File: src/rtl/sdl_consts.vh
/*
 * Constants for the serial converter load logic: widths, timing figures,
 * code points of the converter register.
 * Assumes inclusion by bare name from rtl/ design files.
 */
`ifndef SDL_CONSTS_VH
`define SDL_CONSTS_VH

`define SDL_DATA_W 12
`define SDL_CHAIN_LEN 12
`define SDL_CLK_NS 50
`define SDL_STROBE_MIN_NS 80
`define SDL_CLEAR_MIN_NS 80
`define SDL_DAC_RESET 12'h000
`define SDL_BIPOLAR_ZERO 12'h800
`define SDL_BUF_DEPTH 2
// pin idle levels {clear, load b, load a, data, d, c, b, a}
`define SDL_PIN_IDLE 8'hE4
// strobe idle levels {d, c, b, a}
`define SDL_STB_IDLE 4'h4
// strobes whose active edge is falling {d, c, b, a}
`define SDL_STB_FALL_ACT 4'h4

`endif

File: src/rtl/sdl_load_logic.v
/*
 * Digital front end of a 12-bit serial-input multiplying converter:
 * strobe-clocked input shift register, daisy-chain output, transfer of
 * the input register to the converter register, asynchronous zeroing.
 * Assumes all strobes, data, loads and clear come from outside the clk
 * domain; each passes a two-flop synchroniser. clk must run well above
 * the strobe rate (each strobe phase lasts at least 1.6 clk periods).
 * Pins are expected at their idle levels when reset is released.
 * Clear acts through the synchroniser, so the converter register
 * zeros three clk edges after the pin falls rather than at once.
 * A load into a full code buffer is not stored; watch shift_ready.
 */
`timescale 1ns/1ns
`default_nettype none
`include "sdl_consts.vh"

module sdl_load_logic #(
	parameter DATA_W = `SDL_DATA_W,
	parameter BUF_DEPTH = `SDL_BUF_DEPTH
) (
	input wire clk,
	input wire rst,
	input wire shift_strobe_a,
	input wire shift_strobe_b,
	input wire shift_strobe_c_inverted,
	input wire shift_strobe_d,
	input wire serial_data_in,
	input wire transfer_enable_a_n,
	input wire transfer_enable_b_n,
	input wire async_zero_n,
	input wire code_ready,
	output reg daisy_chain_out,
	output reg [DATA_W-1:0] dac_code,
	output reg [DATA_W-1:0] code_data,
	output reg code_valid,
	output reg bipolar_zero,
	output reg shift_ready
);
	// positions in the synchroniser vector
	localparam integer NPIN = 8;
	localparam integer NSTB = 4;
	localparam integer P_STB_A = 0;
	localparam integer P_STB_B = 1;
	localparam integer P_STB_C = 2;
	localparam integer P_STB_D = 3;
	localparam integer P_SDATA = 4;
	localparam integer P_LD_A = 5;
	localparam integer P_LD_B = 6;
	localparam integer P_ZERO = 7;
	localparam [NPIN-1:0] PIN_IDLE = `SDL_PIN_IDLE;
	localparam [NSTB-1:0] STB_IDLE = `SDL_STB_IDLE;
	localparam [NSTB-1:0] STB_FALL_ACT = `SDL_STB_FALL_ACT;

	wire [NPIN-1:0] pin_raw;
	reg [NPIN-1:0] pin_s1;
	reg [NPIN-1:0] pin_s2;

	assign pin_raw[P_STB_A] = shift_strobe_a;
	assign pin_raw[P_STB_B] = shift_strobe_b;
	assign pin_raw[P_STB_C] = shift_strobe_c_inverted;
	assign pin_raw[P_STB_D] = shift_strobe_d;
	assign pin_raw[P_SDATA] = serial_data_in;
	assign pin_raw[P_LD_A] = transfer_enable_a_n;
	assign pin_raw[P_LD_B] = transfer_enable_b_n;
	assign pin_raw[P_ZERO] = async_zero_n;

	// two-flop synchroniser: pin_s1 feeds pin_s2 and nothing else;
	// reset to the idle pin levels so release shows no false edge
	always @(posedge clk or posedge rst) begin
		if (rst) begin
			pin_s1 <= PIN_IDLE;
			pin_s2 <= PIN_IDLE;
		end else begin
			pin_s1 <= pin_raw;
			pin_s2 <= pin_s1;
		end
	end

	wire [NSTB-1:0] stb_now;
	wire [NSTB-1:0] stb_en;
	wire [NSTB-1:0] stb_act;
	wire [NSTB-1:0] stb_fire;
	reg [NSTB-1:0] stb_prev;
	wire sdata;
	wire ld_a_n;
	wire ld_b_n;
	wire zero_n;

	assign stb_now[0] = pin_s2[P_STB_A];
	assign stb_now[1] = pin_s2[P_STB_B];
	assign stb_now[2] = pin_s2[P_STB_C];
	assign stb_now[3] = pin_s2[P_STB_D];
	assign sdata = pin_s2[P_SDATA];
	assign ld_a_n = pin_s2[P_LD_A];
	assign ld_b_n = pin_s2[P_LD_B];
	assign zero_n = pin_s2[P_ZERO];

	always @(posedge clk or posedge rst) begin
		if (rst) begin
			stb_prev <= STB_IDLE;
		end else begin
			stb_prev <= stb_now;
		end
	end

	// per strobe: enabling level, active edge, edge taken; an edge
	// leaves its own strobe disabling, so only the other three count
	genvar gs;
	generate
		for (gs = 0; gs < NSTB; gs = gs + 1) begin : g_stb
			localparam [NSTB-1:0] SELF = {{(NSTB-1){1'h0}}, 1'h1} << gs;
			if (STB_FALL_ACT[gs]) begin : g_fall
				assign stb_en[gs] = stb_now[gs];
				assign stb_act[gs] = ~stb_now[gs] & stb_prev[gs];
			end else begin : g_rise
				assign stb_en[gs] = ~stb_now[gs];
				assign stb_act[gs] = stb_now[gs] & ~stb_prev[gs];
			end
			assign stb_fire[gs] = stb_act[gs] & (&(stb_en | SELF));
		end
	endgenerate

	// any disabling strobe besides the clocking one blocks the shift
	wire shift_evt;
	assign shift_evt = |stb_fire;

	// input register: one stage per bit, msb first, the oldest bit
	// leaving the top toward the chain output
	reg [DATA_W-1:0] in_reg;
	wire [DATA_W-1:0] next_in_reg;
	assign next_in_reg[0] = shift_evt ? sdata : in_reg[0];
	genvar gb;
	generate
		for (gb = 1; gb < DATA_W; gb = gb + 1) begin : g_bit
			assign next_in_reg[gb] = shift_evt ? in_reg[gb-1] : in_reg[gb];
		end
	endgenerate

	always @(posedge clk or posedge rst) begin
		if (rst) begin
			in_reg <= {DATA_W{1'h0}};
		end else begin
			in_reg <= next_in_reg;
		end
	end

	// chain output: the bit leaving the msb end was shifted in twelve
	// bits ago, so a second device sees one longer register
	always @(posedge clk or posedge rst) begin
		if (rst) begin
			daisy_chain_out <= 1'h0;
		end else if (shift_evt) begin
			daisy_chain_out <= in_reg[DATA_W-1];
		end
	end

	// converter register
	wire load_now;
	wire [DATA_W-1:0] load_src;
	wire code_is_mid;
	assign load_now = zero_n & ~ld_a_n & ~ld_b_n;
	// a bit taken in the same cycle is already part of the word
	assign load_src = next_in_reg;
	// straight and offset binary share one register; only the
	// mid code gets a flag of its own
	assign code_is_mid = (load_src == `SDL_BIPOLAR_ZERO);

	// clear goes through the synchroniser to keep one clock domain;
	// the shortest clear pulse still spans at least one clk edge
	always @(posedge clk or posedge rst) begin
		if (rst) begin
			dac_code <= `SDL_DAC_RESET;
		end else if (!zero_n) begin
			dac_code <= `SDL_DAC_RESET;
		end else if (load_now) begin
			dac_code <= load_src;
		end else begin
			dac_code <= dac_code;
		end
	end

	// flag follows the register: cleared with it, set by a load of the mid code and cleared by any other load
	always @(posedge clk or posedge rst) begin
		if (rst) begin
			bipolar_zero <= 1'h0;
		end else if (!zero_n) begin
			bipolar_zero <= 1'h0;
		end else if (load_now) begin
			bipolar_zero <= code_is_mid;
		end
	end

	// two-entry buffer of transferred codes toward the output stage
	reg [DATA_W-1:0] buf_mem [0:BUF_DEPTH-1];
	reg buf_wp;
	reg buf_rp;
	reg [1:0] buf_cnt;
	reg [1:0] next_buf_cnt;
	reg load_prev;
	wire load_evt;
	wire buf_full;
	wire buf_push;
	wire buf_pop;
	wire next_code_valid;
	// one entry per load, however long the load level stands;
	// a load into a full buffer is dropped, shift_ready warns ahead
	assign load_evt = load_now & ~load_prev;
	assign buf_full = (buf_cnt == 2'h2);
	assign buf_push = load_evt & ~buf_full;
	assign buf_pop = code_valid & code_ready;

	always @(posedge clk or posedge rst) begin
		if (rst) begin
			load_prev <= 1'h0;
		end else begin
			load_prev <= load_now;
		end
	end

	always @(posedge clk or posedge rst) begin
		if (rst) begin
			buf_mem[0] <= {DATA_W{1'h0}};
			buf_mem[1] <= {DATA_W{1'h0}};
		end else if (buf_push) begin
			buf_mem[buf_wp] <= load_src;
		end
	end

	always @(posedge clk or posedge rst) begin
		if (rst) begin
			buf_wp <= 1'h0;
			buf_rp <= 1'h0;
		end else begin
			if (buf_push) begin
				buf_wp <= ~buf_wp;
			end
			if (buf_pop) begin
				buf_rp <= ~buf_rp;
			end
		end
	end

	// occupancy after this edge
	always @* begin
		next_buf_cnt = buf_cnt;
		if (buf_push & ~buf_pop) begin
			next_buf_cnt = buf_cnt + 2'h1;
		end else if (buf_pop & ~buf_push) begin
			next_buf_cnt = buf_cnt - 2'h1;
		end
	end

	always @(posedge clk or posedge rst) begin
		if (rst) begin
			buf_cnt <= 2'h0;
		end else begin
			buf_cnt <= next_buf_cnt;
		end
	end

	// the head is read one cycle after the write, so a word pushed
	// into an empty buffer shows valid only once it is stored
	assign next_code_valid = (buf_cnt != 2'h0) &
		~(buf_pop & (buf_cnt == 2'h1));

	always @(posedge clk or posedge rst) begin
		if (rst) begin
			code_valid <= 1'h0;
		end else begin
			code_valid <= next_code_valid;
		end
	end

	always @(posedge clk or posedge rst) begin
		if (rst) begin
			code_data <= {DATA_W{1'h0}};
		end else if (buf_pop) begin
			code_data <= buf_mem[~buf_rp];
		end else begin
			code_data <= buf_mem[buf_rp];
		end
	end

	// tells the host that another transfer would find room
	always @(posedge clk or posedge rst) begin
		if (rst) begin
			shift_ready <= 1'h1;
		end else begin
			shift_ready <= ~buf_full;
		end
	end
endmodule
`default_nettype wire

File: config.mk
export PLATFORM = sky130hd
export DESIGN_NAME = sdl_load_logic
export DESIGN_NICKNAME = d
export VERILOG_FILES = /design/src/rtl/sdl_load_logic.v
export VERILOG_INCLUDE_DIRS = /design/src /design/src/rtl
export SDC_FILE = /design/constraint.sdc
export NUM_CORES = 1
export LEC_CHECK = 0
export BUFFER_PORTS_ARGS = -buffer_cell sky130_fd_sc_hd__buf_2
export CAP_MARGIN = 20
export CORE_ASPECT_RATIO = 0.9
export CORE_MARGIN = 2
export CORE_UTILIZATION = 31
export DETAILED_ROUTE_END_ITERATION = 6
export GPL_ROUTABILITY_DRIVEN = 0
export PLACE_DENSITY_LB_ADDON = 0.2
export SLEW_MARGIN = 30
export SYNTH_ARGS = -nofsm -noshare
export SYNTH_HDL_FRONTEND = slang
export SYNTH_SLANG_ARGS = --single-unit
File: constraint.sdc
create_clock -name clk -period 5.4 [get_ports clk]
set_clock_uncertainty 0.2 [all_clocks]
set_input_delay 0.54 -clock clk [delete_from_list [all_inputs] [get_ports clk]]
set_output_delay 0.54 -clock clk [all_outputs]
set_load 0.03 [all_outputs]
==> flow_summary_export.csv <==
group,metric,value,unit
power,p_leak,2.06,nW
critical_path,crit_type,"register to register",
critical_path,cp_max_fo,27,
power,clkPwrFrac,0.338,
die,initial_core_util,0.316,
layout,drive_gt1_frac,0.273,
global_routing,grtUsageTotal,0.141,
synth,synth_cell_types,38,
clock_tree,cts_made_buffers,9,
min_path,hold_path_class,"input pin to asynchronous set/reset pin",
detailed_routing,drc,0,
die,coreArea,0.0120,mm²
synth,yosys-mux-area-fraction,0.0651,
critical_path,r2r-start,"pin_s2[7]$_DFF_PP1_",
clock_tree,htree_num_levels,3,
critical_path,critPathCapture,"buf_mem[9]$_DFFE_PP0P_",
timing,fmax,333,MHz
die,die_h,109,µm
synth,yosysSeqAreaShare,0.589,
critical_path,critPathArrivalTime,3.08,ns
synth,synthAdderAreaFrac,0.0132,
die,dieArea,0.0132,mm²
critical_path,required,5.47,ns
power,p_int,1.45,mW
timing,period_share,0.556,
critical_path,start_kind,"register",
die,ios,39,
layout,syn2layout_area_growth,16.3,%
timing,setup-violations-final,0,
place,io_buffers,38,
run_status,status,"complete, no violations",
synth,syn_nets,352,
synth,synth_compound_area_frac,0.0934,
clock_tree,clk_path_buf_depth,2,
detailed_routing,wire_per_inst,16.1,µm
synth,synth_common_cells,"79 x dfrtp_1, 48 x nand3_1, 31 x nand4_1, 31 x o211ai_1, 27 x nand2_1",
power,p_sw,0.669,mW
die,fp.dieW,121,µm
detailed_routing,wl,8400,µm
global_routing,grt_max_degree,56,
synth,synthArstFlopShare,1.00,
synth,syn_inst,337,
synth,synth-main-ff-cell,"dfrtp_1",
timing,setup_tns,0,ns
timing,min_period,3.00,ns
clock_tree,postCtsResizedCells,0,
layout,largest_register,"buf_mem",
global_routing,grt_antenna_before_repair,0,
die,rows,38,
global_routing,overflow,0,
power,switching_share,0.315,
clock_tree,postCtsSetupRepairBufs,0,
power,p_comb_frac,0.211,
place,placed_area,0.00408,mm²
clock_tree,postCtsHoldBufs,0,
detailed_routing,dr.pass1.iters,4,
layout,final_cell_area,0.00442,mm²
power,power_density,480,mW/mm²
synth,yosysMostFrequentCell,"dfrtp_1",
timing,slew_headroom,0.424,
synth,synth_edf_count,0,
power,vdd_drop_max,0.000166,V
synth,yosysWarnings,0,
synth,synth_area_leaders,"dfrtp_1 52%, dfstp_2 6.9%, nand3_1 6.3%",
synth,synth_area_leader_cell,"dfrtp_1",
detailed_routing,vias,2679,
critical_path,cp-startpoint,"pin_s2[7]$_DFF_PP1_",
detailed_routing,drtAntennaViolNets,0,
layout,largest_reg_flops,24,
global_routing,first_global_vias,2671,
timing,hold_viol,0,
layout,n_antenna_cell,0,
clock_tree,clk_pin_slew,0.07,ns
synth,syn_avg_cell_area,11.3,µm²
critical_path,r2r_end,"buf_mem[9]$_DFFE_PP0P_",
critical_path,reg2reg_slack,2.40,ns
critical_path,end_kind,"register",
layout,nNetsFinal,372,
clock_tree,cts_tree,"done",
clock_tree,worst_skew_pair.late_latency,0.34,ns
timing,grt_setup_unrepaired,"no",
run,cap_violations,0,
synth,synth_top_family_by_area,"simple AND/OR/NAND/NOR gates",
synth,yosys.area_share.simple,0.180,
synth,ys_seq_elements,89,
clock_tree,cts.sinks,89,
synth,synth_xor_area_frac,0.00691,
place,hpwl,5040,µm
synth,netlist_area,0.00380,mm²
global_routing,grt_first_pass_wirelength,14500,µm
critical_path,reg2reg_depth,5,
timing,drv_slew,0,
detailed_routing,viasPerCell,5.13,
clock_tree,clock-root-buffer,"clkbuf_16",
timing,worst_pin_slew,0.861,ns
synth,synthDominantCellAreaShare,0.520,
power,p_seq_frac,0.451,
detailed_routing,drtIter0Drc,185,
==> cell type report <==
class	instances	area, µm²
Inverter	7	33.8
Multi-Input combinational cell	206	1370
Clock inverter	7	118
Timing Repair Buffer	44	235
Clock buffer	9	225
Fill cell	1205	7610
Sequential cell	89	2240
Tap cell	160	200
==> critical path, stage by stage, from the launching register on <==
cell and delay, ns:
dfstp_2 0.68, or3b_1 0.68, inv_4 0.34, and3_1 0.73, o211ai_1 0.18, nand3_1 0.11
==> worst min path at each step <==
stage	end	slack [ns]	depth (start not counted)
final	code_data[0]$_DFF_PP0_	0.02	2
after global routing	code_data[0]$_DFF_PP0_	0.06	2
after CTS	code_data[0]$_DFF_PP0_	0.05	2
after detailed placement	pin_s2[0]$_DFF_PP0_	0.14	0
after global placement	pin_s2[3]$_DFF_PP0_	0.13	0
after floorplan	pin_s2[0]$_DFF_PP0_	0.13	0
==> cells by family (layout without fill, tap and decap cells) <==
family	count (synthesis)	in the layout
compound gates	49	49
xor+xnor	3	3
fa+ha+maj	4	4
buf+inv	42	67
flops	89	89
mux	22	22
simple gates	128	128
==> layer usage <==
metal,global-route usage,share of wire
met5,0,0
met4,0.0548,0.014
met3,0.0361,0.047
met2,0.197,0.44
met1,0.209,0.49
==> cells in the final DEF (no fill, tap or decap), types with 2 or more instances in the layout <==
cell | synthesis | routed
ha_1 | 4 | 4
nor2_1 | 8 | 8
o21ai_0 | 7 | 7
dfrtp_1 | 79 | 79
inv_1 | 6 | 5
nand4_1 | 31 | 31
a31oi_1 | 5 | 5
buf_2 | 7 | 38
bufinv_16 | 0 | 3
clkinv_4 | 0 | 2
dfstp_2 | 10 | 10
clkbuf_16 | 0 | 9
nand3_1 | 48 | 48
clkinv_2 | 0 | 2
nand4bb_1 | 2 | 2
xor2_1 | 2 | 2
nand2_1 | 27 | 27
o211ai_1 | 31 | 31
buf_4 | 2 | 6
nor4_1 | 3 | 3
mux2_2 | 21 | 21
==> power by group through the flow <==
| stage | clock (mW) | sequential (mW) | combinational [mW] |
|---|---|---|---|
| 3_5_place_dp | 0 | 0.969 | 0.451 |
| 3_3_place_gp | 0 | 0.966 | 0.446 |
| 2_1_floorplan | 0 | 0.969 | 0.315 |
| 6_report | 0.718 | 0.958 | 0.447 |
| 5_1_grt | 0.765 | 0.981 | 0.495 |
| 4_1_cts | 0.733 | 0.958 | 0.454 |
==> metrics by stage <==
| stage | utilization | cells | hold slack, ns | total power [mW] | worst slack, ns |
|---|---|---|---|---|---|
| floorplan | - | 337 | 0.131 | 1.28 | 2.37 |
| global placement | 0.339 | 506 | 0.132 | 1.41 | 2.49 |
| detailed placement | 0.339 | 506 | 0.137 | 1.42 | 2.41 |
| CTS | 0.368 | 522 | 0.0542 | 2.15 | 2.39 |
| global route | 0.368 | 522 | 0.0596 | 2.24 | 2.16 |
| finish | 0.368 | 522 | 0.0249 | 2.12 | 2.40 |
Note: power is estimated with default switching activity, not from simulation.
